==> config.mk <==
export PLATFORM = sky130hd
export DESIGN_NAME = ruc_cmd
export DESIGN_NICKNAME = d
export VERILOG_FILES = /design/src/hdl/ruc_pkg.sv /design/src/hdl/ruc_fifo.sv /design/src/hdl/ruc_cmd.sv
export SDC_FILE = /design/constraint.sdc
export NUM_CORES = 1
export LEC_CHECK = 0
export ABC_CLOCK_PERIOD_IN_PS = 7000
export BUFFER_PORTS_ARGS = -buffer_cell sky130_fd_sc_hd__buf_2
export CORE_MARGIN = 2
export CORE_UTILIZATION = 35
export CTS_CLUSTER_SIZE = 16
export DETAILED_ROUTE_END_ITERATION = 8
export GPL_TIMING_DRIVEN = 1
export PLACE_DENSITY = 0.58
export RECOVER_POWER = 50
export SLEW_MARGIN = 20
export SYNTH_ARGS = -nofsm -noshare
export SYNTH_HDL_FRONTEND = slang
export SYNTH_SLANG_ARGS = --single-unit
==> constraint.sdc <==
create_clock -name ref_clk -period 7 [get_ports ref_clk]
set_input_delay 1.4 -clock ref_clk [delete_from_list [all_inputs] [get_ports ref_clk]]
set_output_delay 1.4 -clock ref_clk [all_outputs]
set_load 0.02 [all_outputs]
==> src/hdl/ruc_pkg.sv <==
// package: opcodes, table layout and timing constants for the reset, unique-id and parameter-table commands
package ruc_pkg;
  localparam logic [7:0] OP_RESET_ARM = 8'h66;
  localparam logic [7:0] OP_RESET_EXEC = 8'h99;
  localparam logic [7:0] OP_NO_OPERATION = 8'h00;
  localparam logic [7:0] OP_UNIQUE_ID = 8'h4B;
  localparam logic [7:0] OP_PARAM_TABLE = 8'h5A;
  localparam int UID_DUMMY_BYTES = 4;
  localparam int PT_ADDR_BYTES = 3;
  localparam int PT_DUMMY_BYTES = 1;
  localparam int UID_BITS = 128;
  localparam int TABLE_BYTES = 24;
  localparam logic [7:0] BLANK_BYTE = 8'hFF;
  localparam logic [7:0] MAKER_ID_DEFAULT = 8'h5C; // arbitrary neutral value
  localparam logic [UID_BITS-1:0] UID_DEFAULT = 128'h0123_4567_89AB_CDEF_FEDC_BA98_7654_3210; // arbitrary value
  localparam int RECOVERY_NS = 40000;
  localparam int CLK_PERIOD_NS = 40;
  localparam int RECOVERY_CYCLES = (RECOVERY_NS + CLK_PERIOD_NS - 1) / CLK_PERIOD_NS;

  typedef enum logic [2:0] {
    RUC_OPCODE = 3'b000,
    RUC_ADDR = 3'b001,
    RUC_DUMMY = 3'b011,
    RUC_DATA = 3'b010,
    RUC_IGNORE = 3'b110
  } ruc_phase_t;

  typedef struct packed {
    logic sel_n;
    logic sclk;
    logic sin;
  } ruc_link_in_t;

  typedef struct packed {
    logic sout;
    logic sout_oe;
  } ruc_link_out_t;

  typedef struct packed {
    logic pe_busy;
    logic pe_suspended;
  } ruc_core_stat_t;
endpackage

==> src/hdl/ruc_fifo.sv <==
// file: parameterised valid/ready fifo built from flip-flops
`timescale 1ns/1ps
module ruc_fifo #(
  parameter int WIDTH = 8,
  parameter int DEPTH = 16
) (
  input wire logic ref_clk,
  input wire logic arst_n,
  input wire logic flush,
  input wire logic [WIDTH-1:0] in_data,
  input wire logic in_valid,
  output logic in_ready,
  output logic [WIDTH-1:0] out_data,
  output logic out_valid,
  input wire logic out_ready
);
  localparam int AW = $clog2(DEPTH);
  initial begin
    if (DEPTH < 2 || (1 << AW) != DEPTH) $error("fifo depth must be a power of two, at least 2");
  end
  logic [WIDTH-1:0] mem_reg [DEPTH];
  logic [AW:0] wr_reg;
  logic [AW:0] rd_reg;
  wire full = (wr_reg[AW] != rd_reg[AW]) && (wr_reg[AW-1:0] == rd_reg[AW-1:0]);
  wire empty = (wr_reg == rd_reg);
  wire push = in_valid && !full;
  wire pop = out_valid && out_ready;
  assign in_ready = !full;
  assign out_valid = !empty;
  assign out_data = mem_reg[rd_reg[AW-1:0]];
  always_ff @(posedge ref_clk or negedge arst_n) begin
    if (!arst_n) begin
      wr_reg <= '0;
      rd_reg <= '0;
    end else if (flush) begin
      wr_reg <= '0;
      rd_reg <= '0;
    end else begin
      if (push) wr_reg <= wr_reg + 1'b1;
      if (pop) rd_reg <= rd_reg + 1'b1;
    end
  end
  always_ff @(posedge ref_clk) begin
    if (push) mem_reg[wr_reg[AW-1:0]] <= in_data;
  end
endmodule

==> src/hdl/ruc_cmd.sv <==
// file: serial command interpreter for software reset, unique-id read and parameter-table read
`timescale 1ns/1ps
module ruc_cmd #(
  parameter logic [7:0] MAKER_ID = ruc_pkg::MAKER_ID_DEFAULT, // arbitrary neutral value
  parameter logic [ruc_pkg::UID_BITS-1:0] UNIQUE_ID = ruc_pkg::UID_DEFAULT, // arbitrary value
  parameter int RECOVERY_CYCLES = ruc_pkg::RECOVERY_CYCLES,
  parameter int FIFO_DEPTH = 16
) (
  input wire logic ref_clk,
  input wire logic arst_n,
  input wire ruc_pkg::ruc_link_in_t link_in,
  output ruc_pkg::ruc_link_out_t link_out,
  input wire ruc_pkg::ruc_core_stat_t core_stat,
  output logic soft_reset,
  output logic pe_abort,
  output logic recovering,
  output logic reset_armed
);
  initial begin
    // the recovery checks look two cycles past the reset pulse
    if (RECOVERY_CYCLES < 2) $error("recovery count must be at least two");
  end

  // ****************************************
  // pin synchronisers and edge detection
  // ****************************************
  // the serial clock is sampled, so it must run well below a quarter of ref_clk
  // select and sclk keep a third stage only to see edges; logic reads stage two
  logic [2:0] sel_sync_reg;
  logic [2:0] sclk_sync_reg;
  logic [1:0] sin_sync_reg;
  always_ff @(posedge ref_clk or negedge arst_n) begin
    if (!arst_n) begin
      sel_sync_reg <= 3'b111;
      sclk_sync_reg <= 3'b000;
      sin_sync_reg <= 2'b00;
    end else begin
      sel_sync_reg <= {sel_sync_reg[1:0], link_in.sel_n};
      sclk_sync_reg <= {sclk_sync_reg[1:0], link_in.sclk};
      sin_sync_reg <= {sin_sync_reg[0], link_in.sin};
    end
  end
  wire sel_n_s = sel_sync_reg[1];
  wire frame_end = sel_sync_reg[1] && !sel_sync_reg[2];
  wire sclk_rise = sclk_sync_reg[1] && !sclk_sync_reg[2] && !sel_n_s;
  wire sclk_fall = !sclk_sync_reg[1] && sclk_sync_reg[2] && !sel_n_s;
  wire sin_s = sin_sync_reg[1];

  // ****************************************
  // parameter table
  // ****************************************
  // only the three headers are held; the table body beyond them is not served and reads blank
  function automatic logic [7:0] table_byte(input logic [23:0] addr);
    logic [7:0] b;
    b = ruc_pkg::BLANK_BYTE;
    case (addr)
      24'h00_0000: b = 8'h53;
      24'h00_0001: b = 8'h46;
      24'h00_0002: b = 8'h44;
      24'h00_0003: b = 8'h50;
      24'h00_0004: b = 8'h00;
      24'h00_0005: b = 8'h01;
      24'h00_0006: b = 8'h01;
      24'h00_0008: b = 8'h00;
      24'h00_0009: b = 8'h00;
      24'h00_000A: b = 8'h01;
      24'h00_000B: b = 8'h09;
      24'h00_000C: b = 8'h30;
      24'h00_000D: b = 8'h00;
      24'h00_000E: b = 8'h00;
      24'h00_0010: b = MAKER_ID;
      24'h00_0011: b = 8'h00;
      24'h00_0012: b = 8'h01;
      24'h00_0013: b = 8'h03;
      24'h00_0014: b = 8'h60;
      24'h00_0015: b = 8'h00;
      24'h00_0016: b = 8'h00;
      // 07h, 0Fh, 17h and the body beyond fall to blank, fixed in logic
      default: b = ruc_pkg::BLANK_BYTE;
    endcase
    return b;
  endfunction

  // ****************************************
  // command sequencer
  // ****************************************
  ruc_pkg::ruc_phase_t phase_reg;
  ruc_pkg::ruc_phase_t phase_next;
  logic [7:0] shift_reg;
  logic [2:0] bit_reg;
  logic [3:0] byte_reg;
  logic [7:0] opcode_reg;
  logic [23:0] addr_reg;
  logic arm_reg;
  logic exec_pending_reg;
  logic [$clog2(RECOVERY_CYCLES+1)-1:0] recov_reg;

  wire [7:0] shifted = {shift_reg[6:0], sin_s};
  wire byte_done = sclk_rise && (bit_reg == 3'd7);
  wire is_uid = (shifted == ruc_pkg::OP_UNIQUE_ID);
  wire is_pt = (shifted == ruc_pkg::OP_PARAM_TABLE);
  // suspended core still takes the table read: busy blocks it only when not suspended
  wire pt_ok = is_pt && (!core_stat.pe_busy || core_stat.pe_suspended);
  wire uid_ok = is_uid && !core_stat.pe_busy;
  wire op_done = (phase_reg == ruc_pkg::RUC_OPCODE) && byte_done;
  wire addr_last = (phase_reg == ruc_pkg::RUC_ADDR) && byte_done
    && (byte_reg == 4'(ruc_pkg::PT_ADDR_BYTES - 1));
  wire [3:0] dummy_count = (opcode_reg == ruc_pkg::OP_UNIQUE_ID) ?
    4'(ruc_pkg::UID_DUMMY_BYTES) : 4'(ruc_pkg::PT_DUMMY_BYTES);
  wire dummy_last = (phase_reg == ruc_pkg::RUC_DUMMY) && byte_done && (byte_reg == dummy_count - 4'd1);

  always_comb begin
    phase_next = phase_reg;
    case (phase_reg)
      ruc_pkg::RUC_OPCODE: begin
        if (byte_done) begin
          if (uid_ok) phase_next = ruc_pkg::RUC_DUMMY;
          else if (pt_ok) phase_next = ruc_pkg::RUC_ADDR;
          else phase_next = ruc_pkg::RUC_IGNORE;
        end
      end
      ruc_pkg::RUC_ADDR: if (addr_last) phase_next = ruc_pkg::RUC_DUMMY;
      ruc_pkg::RUC_DUMMY: if (dummy_last) phase_next = ruc_pkg::RUC_DATA;
      ruc_pkg::RUC_DATA: phase_next = ruc_pkg::RUC_DATA;
      ruc_pkg::RUC_IGNORE: phase_next = ruc_pkg::RUC_IGNORE;
      default: phase_next = ruc_pkg::RUC_IGNORE;
    endcase
    // select high always drops back to waiting for an opcode
    if (sel_n_s) phase_next = ruc_pkg::RUC_OPCODE;
  end

  always_ff @(posedge ref_clk or negedge arst_n) begin
    if (!arst_n) begin
      phase_reg <= ruc_pkg::RUC_OPCODE;
      shift_reg <= 8'h00;
      bit_reg <= 3'd0;
      byte_reg <= 4'd0;
      opcode_reg <= 8'h00;
      addr_reg <= 24'h00_0000;
    end else begin
      phase_reg <= phase_next;
      if (sel_n_s) begin
        bit_reg <= 3'd0;
        byte_reg <= 4'd0;
      end else if (sclk_rise) begin
        shift_reg <= shifted;
        bit_reg <= bit_reg + 3'd1;
        if (op_done) opcode_reg <= shifted;
        if (phase_reg == ruc_pkg::RUC_ADDR) addr_reg <= {addr_reg[22:0], sin_s};
        // dummy bits are counted but never stored
        if (byte_done) byte_reg <= (op_done || addr_last || dummy_last) ? 4'd0 : byte_reg + 4'd1;
      end
    end
  end

  // ****************************************
  // reset arm / execute
  // ****************************************
  // opcode is only acted on once select rises, so a truncated byte never counts
  // extra clocks after the opcode byte, other than a multiple of 128, make the frame neither a whole arm nor a whole execute
  wire frame_exact = (bit_reg == 3'd0) && (byte_reg == 4'd0);
  // the armed state lives across frames until the next completed opcode
  logic op_frame_reg;
  always_ff @(posedge ref_clk or negedge arst_n) begin
    if (!arst_n) op_frame_reg <= 1'b0;
    else if (sel_n_s) op_frame_reg <= 1'b0;
    else if (op_done) op_frame_reg <= 1'b1;
  end
  wire frame_single = frame_end && op_frame_reg && frame_exact && (phase_reg == ruc_pkg::RUC_IGNORE);

  always_ff @(posedge ref_clk or negedge arst_n) begin
    if (!arst_n) begin
      arm_reg <= 1'b0;
      exec_pending_reg <= 1'b0;
      recov_reg <= '0;
    end else begin
      exec_pending_reg <= 1'b0;
      if (frame_end && op_frame_reg) begin
        // any completed opcode other than the arm clears the armed state, the no-op included
        arm_reg <= (opcode_reg == ruc_pkg::OP_RESET_ARM) && frame_single;
        if (arm_reg && frame_single && opcode_reg == ruc_pkg::OP_RESET_EXEC) exec_pending_reg <= 1'b1;
      end
      // recovery is only a status for the core; the link itself is not gated during it
      if (exec_pending_reg) recov_reg <= ($bits(recov_reg))'(RECOVERY_CYCLES);
      else if (recov_reg != '0) recov_reg <= recov_reg - 1'b1;
    end
  end
  assign soft_reset = exec_pending_reg;
  assign pe_abort = exec_pending_reg && core_stat.pe_busy;
  assign recovering = (recov_reg != '0);
  assign reset_armed = arm_reg;

  // ****************************************
  // read data path through fifo
  // ****************************************
  logic [23:0] rd_idx_reg;
  // the id is a parameter, so nothing on the link can reach or rewrite it
  wire [7:0] uid_byte = UNIQUE_ID[ruc_pkg::UID_BITS-1 - 8*rd_idx_reg[3:0] -: 8];
  logic fill_reg;
  wire fifo_in_ready;
  wire fifo_out_valid;
  wire [7:0] fifo_out_data;
  logic load_byte;
  wire data_phase = (phase_reg == ruc_pkg::RUC_DATA);
  wire is_uid_cmd = (opcode_reg == ruc_pkg::OP_UNIQUE_ID);
  // a uid read stops filling after sixteen bytes and the output then falls undriven
  wire uid_left = !is_uid_cmd || (rd_idx_reg < 24'(ruc_pkg::UID_BITS / 8));
  wire [7:0] fill_byte = is_uid_cmd ? uid_byte : table_byte(rd_idx_reg);
  // flush on select or reset so no stale byte leaks into the next read
  wire flush = sel_n_s || soft_reset;

  always_ff @(posedge ref_clk or negedge arst_n) begin
    if (!arst_n) begin
      rd_idx_reg <= 24'h00_0000;
      fill_reg <= 1'b0;
    end else if (flush) begin
      fill_reg <= 1'b0;
    end else if (dummy_last) begin
      rd_idx_reg <= is_uid_cmd ? 24'h00_0000 : addr_reg;
      fill_reg <= 1'b1;
    end else if (fill_reg && fifo_in_ready && uid_left) begin
      rd_idx_reg <= rd_idx_reg + 24'd1;
    end
  end

  // the fill side runs ahead of sclk, so a byte already waits at every load
  ruc_fifo #(.WIDTH(8), .DEPTH(FIFO_DEPTH)) u_fifo (
    .ref_clk(ref_clk),
    .arst_n(arst_n),
    .flush(flush),
    .in_data(fill_byte),
    .in_valid(fill_reg && uid_left),
    .in_ready(fifo_in_ready),
    .out_data(fifo_out_data),
    .out_valid(fifo_out_valid),
    .out_ready(load_byte)
  );

  // ****************************************
  // serial output
  // ****************************************
  logic [7:0] out_sh_reg;
  logic [2:0] out_bit_reg;
  logic out_live_reg;
  logic sout_reg;
  // sout moves only on falling sclk so the host samples a settled bit on the rise
  assign load_byte = data_phase && sclk_fall && (out_bit_reg == 3'd0) && fifo_out_valid;

  always_ff @(posedge ref_clk or negedge arst_n) begin
    if (!arst_n) begin
      out_sh_reg <= 8'h00;
      out_bit_reg <= 3'd0;
      out_live_reg <= 1'b0;
      sout_reg <= 1'b0;
    end else if (!data_phase) begin
      out_bit_reg <= 3'd0;
      out_live_reg <= 1'b0;
    end else if (sclk_fall) begin
      if (load_byte) begin
        sout_reg <= fifo_out_data[7];
        out_sh_reg <= {fifo_out_data[6:0], 1'b0};
        out_bit_reg <= 3'd1;
        out_live_reg <= 1'b1;
      end else if (out_bit_reg != 3'd0) begin
        sout_reg <= out_sh_reg[7];
        out_sh_reg <= {out_sh_reg[6:0], 1'b0};
        out_bit_reg <= out_bit_reg + 3'd1;
      end else begin
        out_live_reg <= 1'b0;
      end
    end
  end
  assign link_out.sout = sout_reg;
  assign link_out.sout_oe = out_live_reg && data_phase;

  // ****************************************
  // checks
  // ****************************************
  arm_exec_reset_a: assert property (@(posedge ref_clk) disable iff (!arst_n)
    soft_reset |-> $past(arm_reg) && !arm_reg) else $error("reset without prior arm");
  arm_whole_frame_a: assert property (@(posedge ref_clk) disable iff (!arst_n)
    (frame_end && op_frame_reg && !frame_exact) |=> !arm_reg)
    else $error("arm kept after a frame longer than one byte");
  other_cmd_cancel_a: assert property (@(posedge ref_clk) disable iff (!arst_n)
    (frame_end && op_frame_reg && opcode_reg != ruc_pkg::OP_RESET_ARM) |=> !arm_reg)
    else $error("arm survived another command");
  reset_single_pulse_a: assert property (@(posedge ref_clk) disable iff (!arst_n)
    soft_reset |=> !soft_reset && !arm_reg) else $error("reset pulse longer than one cycle");
  reset_to_standby_a: assert property (@(posedge ref_clk) disable iff (!arst_n)
    soft_reset |=> !fill_reg && !fifo_out_valid && (phase_reg == ruc_pkg::RUC_OPCODE))
    else $error("read state survived the reset");
  abort_on_reset_a: assert property (@(posedge ref_clk) disable iff (!arst_n)
    (soft_reset && core_stat.pe_busy) |-> pe_abort) else $error("busy core not aborted");
  recovery_load_a: assert property (@(posedge ref_clk) disable iff (!arst_n)
    soft_reset |=> recovering ##1 recovering) else $error("recovery not started");
  recovery_length_a: assert property (@(posedge ref_clk) disable iff (!arst_n)
    soft_reset |=> recov_reg == ($bits(recov_reg))'(RECOVERY_CYCLES)) else $error("recovery count wrong");

  // ****************************************
  // checks on the read path
  // ****************************************
  uid_first_byte_a: assert property (@(posedge ref_clk) disable iff (!arst_n)
    (fill_reg && uid_left && is_uid_cmd && rd_idx_reg == 24'h00_0000)
    |-> fill_byte == UNIQUE_ID[ruc_pkg::UID_BITS-1 -: 8]) else $error("uid does not start at its top byte");
  select_stops_out_a: assert property (@(posedge ref_clk) disable iff (!arst_n)
    sel_n_s |=> !link_out.sout_oe) else $error("output driven after select high");
  dummy_undriven_a: assert property (@(posedge ref_clk) disable iff (!arst_n)
    (phase_reg == ruc_pkg::RUC_DUMMY) |-> !out_live_reg && !link_out.sout_oe) else $error("output live in dummy");
  signature_bytes_a: assert property (@(posedge ref_clk) disable iff (!arst_n)
    (fill_reg && uid_left && !is_uid_cmd && rd_idx_reg == 24'h00_0000) |-> fill_byte == 8'h53)
    else $error("table signature wrong");
  blank_bytes_a: assert property (@(posedge ref_clk) disable iff (!arst_n)
    (fill_reg && uid_left && !is_uid_cmd && (rd_idx_reg == 24'h00_0007 || rd_idx_reg == 24'h00_000F
    || rd_idx_reg == 24'h00_0017)) |-> fill_byte == ruc_pkg::BLANK_BYTE) else $error("unused byte not blank");

  table_addr_start_a: assert property (@(posedge ref_clk) disable iff (!arst_n)
    (dummy_last && !is_uid_cmd && !sel_n_s) |=> rd_idx_reg == $past(addr_reg))
    else $error("table read start address wrong");
  suspended_table_a: assert property (@(posedge ref_clk) disable iff (!arst_n)
    (op_done && is_pt && core_stat.pe_suspended) |=> (phase_reg == ruc_pkg::RUC_ADDR))
    else $error("table read refused while suspended");
endmodule

### Yosys cells after proc, flatten, opt, wreduce, memory -nomap -nowiden

Memories as Yosys holds them, arrays and structs flattened.
Index checks and enable logic that the tools add are counted.

| storage, ports and cells | value |
|---|---|
| output and inout port bits | 6 |
| RAM bits | 128 |
| memory bits (read-only) | 256 |
| word-level logic and storage cells | 171 |
| bits in registers | 118 |
| input port bits | 7 |
| memories | 2 |

| operators by class | value |
|---|---|
| add/sub/neg operators | 9 |
| magnitude comparators | 1 |
| bitwise logic cells | 2 |
| eq/ne operators | 21 |
| shift-type cells | 1 |
| reductions and logical operators | 69 |
| multiplexer cells | 45 |

Memory list:

| name | words | bits a word | read ports | clocked after Yosys merged registers in | write ports | RTL line | text |
|---|---|---|---|---|---|---|---|
| (no name shown) | 32 | 8 | 1 | 0 | 0 | ruc_cmd.sv:56 | `case (addr)` |
| u_fifo.mem_reg | 16 | 8 | 1 | 0 | 1 | ruc_fifo.sv:21 | `logic [WIDTH-1:0] mem_reg [DEPTH];` |

Operators with widths:

| cell | number |
|---|---|
| 135-bit by 33-bit indexed part select with 8-bit output, first input constant | 1 |
| 24-bit 2-to-1 mux | 3 |
| 3-bit 2-to-1 mux | 13 |
| 8-bit by 7-bit == test with 1-bit output, second input constant | 4 |
| 8-bit 2-to-1 mux | 4 |
| 1-bit logical AND | 31 |
| 24-bit by 1-bit adder with 24-bit output, second input constant | 1 |
| 24-bit by 5-bit less-than comparator with 1-bit output, second input constant | 1 |
| 10-bit 2-to-1 mux | 2 |
| 5-bit 2-to-1 mux | 4 |
| 19-bit logical NOT | 1 |
| 2-bit nonzero test | 9 |
| 4-bit 2-to-1 mux | 4 |
| 1-bit 2-to-1 mux | 14 |
| 3-bit case mux with 4 select lines | 1 |
| 3-bit AND reduction | 4 |
| 5-bit by 1-bit adder with 5-bit output, second input constant | 2 |
| 2-bit AND reduction | 5 |
| 10-bit nonzero test | 1 |
| 10-bit by 1-bit subtractor with 10-bit output, second input constant | 1 |
| 3-bit logical NOT | 3 |
| 3-bit != test, second input constant | 3 |
| 4-bit == test | 2 |
| 8-bit == test, second input constant | 1 |
| 18 further kinds | 33 |

### Longest topological paths before layout

Gate-level depths: netlist of the first run.

| logic depth | value |
|---|---|
| depth in word-level cells | 12 |
| mapped depth | 10 |
| depth with buffers taken out | 10 |

### Modules after synthesis

Synthesis of the first run repeated with hierarchy kept, for this count alone.

| second synthesis, totals | value |
|---|---|
| cells, all modules | 881 |
| area total of the unflattened synthesis | 11305.8 µm² |

Modules (own cells, without submodules):

| module | area each (µm²) | times used | sequential area each (µm²) | cells an instance |
|---|---|---|---|---|
| ruc_fifo | 5743.0 | 1 | 4093.9 | 329 |
| ruc_cmd | 5562.8 | 1 | 2681.3 | 552 |

### Worst setup path after synthesis of the first run

Ideal clock, no wire load.

| timing | value |
|---|---|
| path kind | input-to-output |
| from | input port core_stat[1] (netlist bit) |
| to | output port pe_abort |
| setup slack | 3.990 ns |
| required time | 5.600 ns |
| stages | 1 |
| arrival | 1.610 ns |
| buffers on the path | 0 |
| path through | and2_1 |

| on the way | value |
|---|---|
| cells in the longest elaborated chain, start to end | 1 |

RTL lines:

| item | RTL line | text |
|---|---|---|
| start: declaration | ruc_cmd.sv:13 | `input wire ruc_pkg::ruc_core_stat_t core_stat,` |
| 1-bit logical AND | ruc_cmd.sv:189 | `assign pe_abort = exec_pending_reg && core_stat.pe_busy;` |
| end: declaration | ruc_cmd.sv:15 | `output logic pe_abort,` |

Every way passes these cells.

### Worst setup path after layout of the first run

| timing | value |
|---|---|
| from | register u_fifo.rd_reg[0] |
| to | memory u_fifo.mem_reg[1][7], enable pin |

| on the way | value |
|---|---|
| cells in the longest elaborated chain, start to end | 6 |

RTL lines:

| item | RTL line | text |
|---|---|---|
| start: declaration | ruc_fifo.sv:23 | `logic [AW:0] rd_reg;` |
| start signal: assignment | ruc_fifo.sv:40 | `if (pop) rd_reg <= rd_reg + 1'b1;` |
| 4-bit == test | ruc_fifo.sv:24 | `wire full = (wr_reg[AW] != rd_reg[AW]) && (wr_reg[AW-1:0] == rd_reg[AW-1:0]);` |
| 1-bit logical AND | ruc_fifo.sv:24 |  |
| 1-bit logical NOT | ruc_fifo.sv:26 | `wire push = in_valid && !full;` |
| 1-bit logical AND | ruc_fifo.sv:26 |  |
| 1-bit 2-to-1 mux | ruc_fifo.sv:44 | `if (push) mem_reg[wr_reg[AW-1:0]] <= in_data;` |
| 1-bit 2-to-1 mux (implied by the code) | ruc_fifo.sv:44 |  |
| end: declaration | ruc_fifo.sv:21 |  |

Every way passes these cells.

==> results.sh, run 1 <==
export IMPL_start_util=0.358
export IMPL_num_vias=6983
export IMPL_ys_types=85
export IMPL_combPwrFrac=0.020
export IMPL_slew_headroom=-1.33
export IMPL_fmax_mhz=206
export IMPL_critPathBufInv=1
export IMPL_synthesis_nets=873
export IMPL_finalNonFillerCells=1274
export IMPL_clock_sinks=245
export IMPL_io_pin_count=13
export IMPL_ctsLongestPathBuffers=3
export IMPL_leakage_uw=0.00484
export IMPL_worstPathCellList="clkbuf_1 > xor2_1 > nor4_4 > a21boi_2 > nand2_2 > nor4b_2"
export IMPL_wire_per_inst_um=19.4
export IMPL_grt_util_all_layers=0.148
export IMPL_run_status="finished, violations left"
export IMPL_die_area_sq_um=33900
export IMPL_ctsHtreeMaxLevel=1
export IMPL_drv_slew=102
export IMPL_seq_area_frac_synth=0.597
export IMPL_viasPerCell=5.48
export IMPL_seqPwrFrac=0.519
export IMPL_nets=880
export IMPL_synthTopCellsByArea="edfxtp_1 (34%), dfrtp_1 (25%), mux4_2 (7.9%)"
export IMPL_synth_avg_cell_area_sq_um=13.4
export IMPL_cts_hold_buf=0
export IMPL_worst_setup_path_end_kind="register"
export IMPL_portBuffers=12
export IMPL_diodes=0
export IMPL_switchingPower_uw=636
export IMPL_antenna_found_initial=0
export IMPL_max_cap_violations=2
export IMPL_setup_viol=0
export IMPL_start_kind="register"
export IMPL_clkPwrFrac=0.461
export IMPL_failed_checks="max-capacitance violations, max-slew violations"
export IMPL_synthArstFlopShare=0.478
export IMPL_firstDrtPassIters=4
export IMPL_critical_path_class="reg -> reg"
export IMPL_vdd_ir_drop_max_uv=177
export IMPL_min_period_ps=4850
export IMPL_drive_gt1_frac=0.203
export IMPL_cp_arrival_ps=5020
export IMPL_layout_common_cells="edfxtp_1 (128), dfrtp_1 (113), nand2_1 (64), a21oi_1 (60), nor2_1 (56)"
export IMPL_cts_root_buf="clkbuf_16"
export IMPL_drtAntennaViolNets=0
export IMPL_crit_family="buffers and inverters"
export IMPL_dpl_hpwl_um=16300
export IMPL_grt_max_degree=65
export IMPL_syn_area_sq_um=11300
export IMPL_dp_cells=1228
export IMPL_grt_pass1_wl_um=39100
export IMPL_synth_edff_count=128
export IMPL_ys_warn_count=0
export IMPL_layout_commonest_cell="edfxtp_1"
export IMPL_pre_cts_ws_ps=3510
export IMPL_die_y_um=184
export IMPL_synthCells=846
export IMPL_post_cts_setup_buffers=0
export IMPL_cts_tree="built"
export IMPL_synth_flop_cell="edfxtp_1"
export IMPL_cts_buffers=25
export IMPL_worstPathRequired_ps=7160
export IMPL_synth_top_area_frac=0.339
export IMPL_first_global_vias=6793
export IMPL_finalWorstSetupSlack_ps=2150
export IMPL_p_int_uw=2350
export IMPL_ys_ff_latch=245
export IMPL_gp_congestion=0.836
export IMPL_fin_util=0.398
export IMPL_slowest_delay_ps=2020
export IMPL_fp_dieW_um=184
export IMPL_rows=65
export IMPL_wl_um=24700
export IMPL_ctsResizeCount=0
export IMPL_clk_pin_slew_ps=60
export IMPL_synth_area_leader_cell="edfxtp_1"
export IMPL_largest_register_ffs=128
export IMPL_drt_iter0_drc=447
export IMPL_min_path_type="reg -> reg"
export IMPL_core_area_sq_um=31700
export IMPL_drc=0
export IMPL_insertion_delay_ps=550
export IMPL_fin_worst_skew_ps=16.5
export IMPL_setup_tns_ps=0
export IMPL_overflow=0
export IMPL_area_delta_synth_final_pct=11.3
export IMPL_swShare=0.213
export IMPL_rsz0062_at_grt="no"
export IMPL_critPathMaxFanout=36
export IMPL_power_density_nw_per_um2=237
export IMPL_tightest_slew_ps=3500
export IMPL_fin_crit_sh=0.693
export IMPL_final_hold_violation_count=0
export IMPL_slowest_stage="clkbuf_1"
[path summary, 6_finish.rpt]
check                            startpoint                    to  slack (ps)  depth (start not counted)
hold / removal              sin_sync_reg[0]       sin_sync_reg[1]         350                          0
max in group asynchronous            arst_n      u_fifo.rd_reg[0]        2720                          1
min in group asynchronous            arst_n          recov_reg[4]        2050                          1
setup / recovery           u_fifo.rd_reg[0]  u_fifo.mem_reg[1][7]        2150                          6
hold reg to reg             sin_sync_reg[0]       sin_sync_reg[1]         350                          0
setup reg to reg           u_fifo.rd_reg[0]  u_fifo.mem_reg[1][7]        2150                          6
[cell usage after synthesis (8+ instances only)]
cell      count
edfxtp_1    128
dfrtp_1     114
nand2_1      64
a21oi_1      61
nor2_1       55
mux4_2       40
mux2_2       38
o21ai_0      26
inv_1        24
ha_1         20
nand3_1      18
clkbuf_1     17
nor3_1       14
buf_2        12
xor2_1       11
and3_1       10
nand2b_1     10
a31oi_1       9
o22ai_1       9
nand4_1       8
[power by group through the flow]
| stage | logic, uW | registers [uW] | clock network (uW) |
|---|---|---|---|
| after floorplan | 39.4 | 1570 | 0 |
| after global placement | 61.7 | 1580 | 0 |
| after detailed placement | 62.0 | 1580 | 0 |
| after CTS | 61.9 | 1550 | 1410 |
| after global routing | 68.6 | 1560 | 1460 |
| final | 59.3 | 1550 | 1380 |
[per-layer routing]
layer,up-vias,GRT usage,part of all wire
li1,3240,-,-
met1,3557,0.206,0.46
met2,138,0.233,0.46
met3,48,0.0232,0.042
met4,0,0.0538,0.036
met5,-,0,0
[worst register-to-register path, stage by stage (launching register included)]
cell and delay (ps):
dfrtp_2 340, clkbuf_1 2020, xor2_1 320, nor4_4 140, a21boi_2 340, nand2_2 350, nor4b_2 960
[per-stage QoR]
step	total power, uW	area (sq um)	hold WS (ps)
6_report	2990	12600	348
5_1_grt	3080	12600	362
4_1_cts	3020	12700	351
3_5_place_dp	1640	11800	337
3_3_place_gp	1640	11800	335
2_1_floorplan	1610	11300	331
[layout make-up]
| cell class | count | area [sq um] |
|---|---|---|
| inverters | 25 | 93.8 |
| repair buffers | 23 | 116 |
| multi-input cells | 533 | 4290 |
| clock inverters | 12 | 136 |
| clock buffers | 34 | 719 |
| well taps | 402 | 503 |
| flip-flops and latches | 245 | 6780 |
| fillers | 2965 | 19100 |
[cell families after synthesis]
family | Yosys count | synth area share
compound gates | 178 | 0.105
xor+xnor | 19 | 0.0153
fa+ha+maj | 20 | 0.0221
buf+inv | 68 | 0.0292
flops | 245 | 0.597
mux | 80 | 0.119
simple gates | 236 | 0.113
No activity file was read; power rests on OpenSTA's default activity.
==> inputs of run 2 (changes only) <==
Settings changed: ABC_CLOCK_PERIOD_IN_PS 7000 to 4800.
Clock period 7 ns to 4.8 ns, I/O delays scaled along.
==> run 2 against run 1 <==
Net effect:
- the run still ends with max-capacitance violations, max-slew violations left
- sequential share of layout area is 0.19 points higher
- register-to-register slack worse by 1200 ps
- count of clock-buffer cells in the layout is 4 higher
- routed wire length is 1.8% higher
- hold slack better by 0.57 ps
- combinational power is 48% higher
- utilization is 0.14 points lower
- first-iteration DRC count is 26% higher
- sequential power is 46% higher
- via count is 0.39% lower
- fmax is 26% higher
- global-route usage is 0.54 points higher
- largest cell class unchanged
==> results.sh, run 2 (same netlist as run 1, synthesis figures left out) <==
export IMPL_crit_path_start="u_fifo.wr_reg[3]"
export IMPL_drv_slew=72
export IMPL_viasPerCell=5.43
export IMPL_overflow=0
export IMPL_run_status="finished, violations left"
export IMPL_rsz0062_at_grt="no"
export IMPL_fin_util=0.397
export IMPL_num_fill_cells=3025
export IMPL_nets=886
export IMPL_fin_worst_skew_ps=28.2
export IMPL_reg2reg_from="u_fifo.wr_reg[3]"
export IMPL_worst_setup_path_end_kind="register"
export IMPL_largest_register_ffs=128
export IMPL_setup_viol=0
export IMPL_slowest_stage="a2111oi_0"
export IMPL_drive_gt1_frac=0.192
export IMPL_core_area_sq_um=31700
export IMPL_fin_crit_sh=0.800
export IMPL_cts_hold_buf=0
export IMPL_gp_congestion=0.864
export IMPL_firstDrtPassIters=5
export IMPL_worstPathRequired_ps=5200
export IMPL_portBuffers=12
export IMPL_swShare=0.209
export IMPL_slowest_delay_ps=1970
export IMPL_tightest_slew_ps=2610
export IMPL_max_cap_violations=3
export IMPL_io_pin_count=13
export IMPL_insertion_delay_ps=540
export IMPL_worstPathCellList="xor2_1 > nor4_1 > a2111oi_0 > nand4_1 > xor2_1 > nor2_1"
export IMPL_rows=65
export IMPL_post_cts_setup_buffers=0
export IMPL_wl_um=25200
export IMPL_wire_per_inst_um=19.7
export IMPL_critPathMaxFanout=18
export IMPL_first_global_vias=6926
export IMPL_drc=0
export IMPL_final_hold_violation_count=0
export IMPL_grt_util_all_layers=0.153
export IMPL_power_density_nw_per_um2=344
export IMPL_combPwrFrac=0.020
export IMPL_cp_arrival_ps=4240
export IMPL_fmax_mhz=260
export IMPL_seqPwrFrac=0.523
export IMPL_clock_sinks=245
export IMPL_hold_start="sin_sync_reg[0]"
export IMPL_ctsHtreeMaxLevel=1
export IMPL_die_y_um=184
export IMPL_drt_iter0_drc=561
export IMPL_start_kind="register"
export IMPL_ctsLongestPathBuffers=3
export IMPL_whs_ps=349
export IMPL_grt_max_degree=72
export IMPL_leakage_uw=0.00485
export IMPL_setup_tns_ps=0
export IMPL_slew_headroom=-0.739
export IMPL_fp_dieW_um=184
export IMPL_die_area_sq_um=33900
export IMPL_clkPwrFrac=0.456
export IMPL_layout_common_cells="edfxtp_1 (128), dfrtp_1 (113), nand2_1 (64), a21oi_1 (59), nor2_1 (56)"
export IMPL_switchingPower_uw=904
export IMPL_area_delta_synth_final_pct=10.9
export IMPL_min_period_ps=3840
export IMPL_failed_checks="max-capacitance violations, max-slew violations"
export IMPL_drtAntennaViolNets=0
export IMPL_crit_top_cell="xor2_1"
export IMPL_ctsResizeCount=0
export IMPL_critical_path_class="reg -> reg"
export IMPL_cts_tree="built"
export IMPL_grt_pass1_wl_um=40500
export IMPL_clk_pin_slew_ps=60
export IMPL_diodes=0
export IMPL_layout_commonest_cell="edfxtp_1"
export IMPL_cts_root_buf="clkbuf_16"
export IMPL_cts_buffers=26
export IMPL_dpl_hpwl_um=16600
export IMPL_start_util=0.358
export IMPL_p_int_uw=3420
export IMPL_num_vias=6956
export IMPL_vdd_ir_drop_max_uv=274
export IMPL_antenna_found_initial=0
export IMPL_min_path_type="reg -> reg"
==> run 2: cell types whose count changed in the layout (fill, tap and decap cells not counted), moves of 2 or more <==
cell        before  now
clkbuf_8         6    3
and2_0           0    2
buf_4            5   11
clkbuf_1        12   17
nor3b_2          4    0
nor3b_1          2    6
and2_1           2    0
clkinvlp_4       3    0
==> run 2: cell type report <==
type | instances | area, sq um | share of cell area
Clock buffer | 38 | 726 | 0.0576
Clock inverter | 9 | 110 | 0.00875
Inverter | 25 | 93.8 | 0.00745
Multi-Input combinational cell | 533 | 4210 | 0.334
Sequential cell | 245 | 6780 | 0.538
Tap cell | 402 | 503 | 0.0400
Timing Repair Buffer | 28 | 173 | 0.0137
==> run 2: power by group through the flow <==
| stage | clock (uW) | combinational (uW) | sequential (uW) |
|---|---|---|---|
| after detailed placement | 0 | 91.7 | 2310 |
| after floorplan | 0 | 57.4 | 2290 |
| final | 1980 | 88.0 | 2270 |
| after global routing | 2100 | 101 | 2270 |
| after global placement | 0 | 91.0 | 2310 |
| after CTS | 2030 | 91.9 | 2270 |
==> run 2: worst paths after layout <==
path	slack, ps	to	cells after the start
max	960	u_fifo.rd_reg[4]	6
min	350	sin_sync_reg[1]	0
max reg2reg	960	u_fifo.rd_reg[4]	6
min reg2reg	350	sin_sync_reg[1]	0
max in group asynchronous	1870	u_fifo.rd_reg[0]	1
min in group asynchronous	1250	shift_reg[0]	1
==> run 2: routing by layer <==
metal | track usage | up-vias | wire length, um
met5 | 0.00148 | - | 0
met4 | 0.0362 | 0 | 481
met3 | 0.0238 | 34 | 1090
met2 | 0.245 | 156 | 11800
met1 | 0.218 | 3510 | 11800
li1 | - | 3256 | -
==> run 2: worst max-delay path: cells and delay by family (launching register included) <==
kind,cells,cell delay [ps]
compound gates,1,1970
xor+xnor,2,440
flops,1,780
simple gates,3,500
==> run 2: through the flow <==
| stage | cells | cell area [sq um] | total power [uW] | setup WS, ps |
|---|---|---|---|---|
| after floorplan | 846 | 11300 | 2350 | 1960 |
| after global placement | 1233 | 11900 | 2400 | 1870 |
| after detailed placement | 1233 | 11900 | 2400 | 1780 |
| after CTS | 1280 | 12700 | 4380 | 1370 |
| after global routing | 1280 | 12600 | 4470 | 597 |
| final | 1280 | 12600 | 4330 | 961 |
==> inputs of run 3 (changes only) <==
Settings changed: ABC_CLOCK_PERIOD_IN_PS 4800 to 3300, PLACE_DENSITY 0.58 to 0.6.
Clock period 4.8 ns to 3.3 ns, I/O delays scaled along.
==> run 3 against run 2 <==
Net effect:
- the run still ends with max-capacitance violations, max-slew violations left
- setup slack got worse by 650 ps
- count of clock-buffer cells in the layout did not move
- clock power rose by 43%
- total power rose by 44%
- die area did not move
- clock skew fell by 17 ps
- largest cell class unchanged
- highest routed layer unchanged
- design area rose by 1.2%
- global-route usage fell by 0.60 points
- critical path depth rose by 1
==> results.sh, run 3 (same netlist as run 1, synthesis figures left out) <==
export IMPL_run_status="finished, violations left"
export IMPL_failed_checks="max-capacitance violations, max-slew violations"
export IMPL_num_fill_cells=2998
export IMPL_totalPowerFinal_uw=6250
export IMPL_cts_hold_buf=0
export IMPL_cts_buffers=25
export IMPL_largest_register_ffs=128
export IMPL_grt_util_all_layers=0.147
export IMPL_regToRegSetupSlack_ps=490
export IMPL_switchingPower_uw=1320
export IMPL_rsz0062_at_grt="no"
export IMPL_critPathMaxFanout=7
export IMPL_setup_viol=0
export IMPL_drt_iter0_drc=555
export IMPL_rr_worst_depth=6
export IMPL_drtAntennaViolNets=0
export IMPL_num_vias=7046
export IMPL_slowest_stage="dfrtp_1"
export IMPL_clk_pin_slew_ps=60
export IMPL_clkPwrFrac=0.452
export IMPL_combPwrFrac=0.021
export IMPL_overflow=0
export IMPL_start_kind="register"
export IMPL_ctsLongestPathBuffers=3
export IMPL_ctsHtreeMaxLevel=1
export IMPL_dpl_hpwl_um=16000
export IMPL_drive_gt1_frac=0.212
export IMPL_die_y_um=184
export IMPL_fp_dieW_um=184
export IMPL_final_hold_violation_count=0
export IMPL_p_int_uw=4930
export IMPL_clock_sinks=245
export IMPL_worstPathRequired_ps=2640
export IMPL_leakage_uw=0.00493
export IMPL_multiInputGateArea_sq_um=4250
export IMPL_start_util=0.358
export IMPL_worstPathCellList="inv_1 > ha_1 > nor4b_2 > nand2_1 > nor2_1 > clkinv_1 > buf_2"
export IMPL_fin_crit_sh=0.907
export IMPL_max_cap_violations=1
export IMPL_min_period_ps=2990
export IMPL_firstDrtPassIters=5
export IMPL_power_density_nw_per_um2=491
export IMPL_die_area_sq_um=33900
export IMPL_drc=0
export IMPL_critical_path_class="reg -> out"
export IMPL_viasPerCell=5.45
export IMPL_worst_setup_path_end_kind="output pin"
export IMPL_post_cts_setup_buffers=0
export IMPL_grt_max_degree=48
export IMPL_setup_tns_ps=0
export IMPL_cp_arrival_ps=2330
export IMPL_min_path_cells=1
export IMPL_wl_um=24400
export IMPL_nets=900
export IMPL_core_area_sq_um=31700
export IMPL_tightest_slew_ps=2630
export IMPL_slew_headroom=-0.752
export IMPL_diodes=0
export IMPL_drv_slew=47
export IMPL_vdd_ir_drop_max_uv=355
export IMPL_cts_tree="built"
export IMPL_portBuffers=12
export IMPL_swShare=0.211
export IMPL_fmax_mhz=334
export IMPL_grt_pass1_wl_um=39400
export IMPL_whs_endpoint="sel_sync_reg[0]"
export IMPL_wire_per_inst_um=18.8
export IMPL_hold_start="link_in[2]"
export IMPL_antenna_found_initial=0
export IMPL_area_delta_synth_final_pct=12.3
export IMPL_first_global_vias=6912
export IMPL_gp_congestion=0.812
export IMPL_io_pin_count=13
export IMPL_cts_root_buf="clkbuf_16"
export IMPL_r2r_end="u_fifo.mem_reg[10][1]"
export IMPL_fin_worst_skew_ps=10.9
export IMPL_reg2reg_from="u_fifo.wr_reg[3]"
export IMPL_layout_common_cells="edfxtp_1 (128), dfrtp_1 (113), nand2_1 (65), a21oi_1 (58), nor2_1 (56)"
export IMPL_min_path_type="in -> reg"
export IMPL_seqPwrFrac=0.527
export IMPL_insertion_delay_ps=540
export IMPL_slowest_delay_ps=410
export IMPL_seqCellArea_sq_um=6780
export IMPL_layout_commonest_cell="edfxtp_1"
export IMPL_rows=65
[run 3: cell types whose count changed in the layout (fill, tap and decap cells not counted), sizes merged]
cell / previous run / this run
bufinv: 2 / 1
inv: 25 / 26
clkinv: 7 / 2
clkinvlp: 0 / 4
buf: 20 / 33
clkbuf: 46 / 48
[run 3: final cells by class]
| type | instances | area share |
|---|---|---|
| repair buffers | 43 | 0.0225 |
| flip-flops and latches | 245 | 0.532 |
| well taps | 402 | 0.0395 |
| clock buffers | 38 | 0.0578 |
| clock inverters | 8 | 0.00737 |
| inverters | 25 | 0.00737 |
| multi-input cells | 533 | 0.334 |
[run 3: stage by stage]
stage	area [sq um]	utilization	std cells	setup WS [ps]	hold WS (ps)
floorplan	11300	-	846	464	331
global placement	11900	0.377	1248	625	336
detailed placement	11900	0.377	1248	476	347
CTS	12800	0.403	1294	164	148
global route	12700	0.402	1294	115	200
finish	12700	0.402	1294	306	227
[run 3: worst max path at each step]
stage,start,endpoint,slack (ps),depth (start not counted)
after CTS,recov_reg[0],recovering,160,7
after global placement,rd_idx_reg[1],u_fifo.mem_reg[4][5],620,6
after floorplan,rd_idx_reg[6],u_fifo.mem_reg[1][0],460,5
after detailed placement,rd_idx_reg[1],u_fifo.mem_reg[4][5],480,6
final,recov_reg[0],recovering,310,7
after global routing,arst_n,addr_reg[15],120,2
[run 3: worst max-delay path, delay by kind of cell, from the launching register on]
kind / cells / cell delay [ps]
and+or+nand+nor: 3 / 630
buffers and inverters: 3 / 540
adders and majority gates: 1 / 220
DFF: 1 / 410
[run 3: repair_timing]
action                                 CTS  global route
endpoints found under the hold margin    0             0
gates resized for setup                  0             1
setup endpoints to repair                0             1
[run 3: power by group through the flow]
stage	registers [uW]	clock network (uW)	logic [uW]
final	3300	2830	131
after global routing	3300	3030	151
after CTS	3300	2900	136
after detailed placement	3360	0	136
after global placement	3360	0	133
after floorplan	3330	0	83.5
[run 3: metal layers]
| metal | track usage | routed length, um | up-vias |
|---|---|---|---|
| met2 | 0.242 | 11800 | 141 |
| li1 | - | - | 3292 |
| met3 | 0.0218 | 937 | 31 |
| met4 | 0.0282 | 396 | 0 |
| met1 | 0.208 | 11200 | 3582 |
| met5 | 0 | 0 | - |
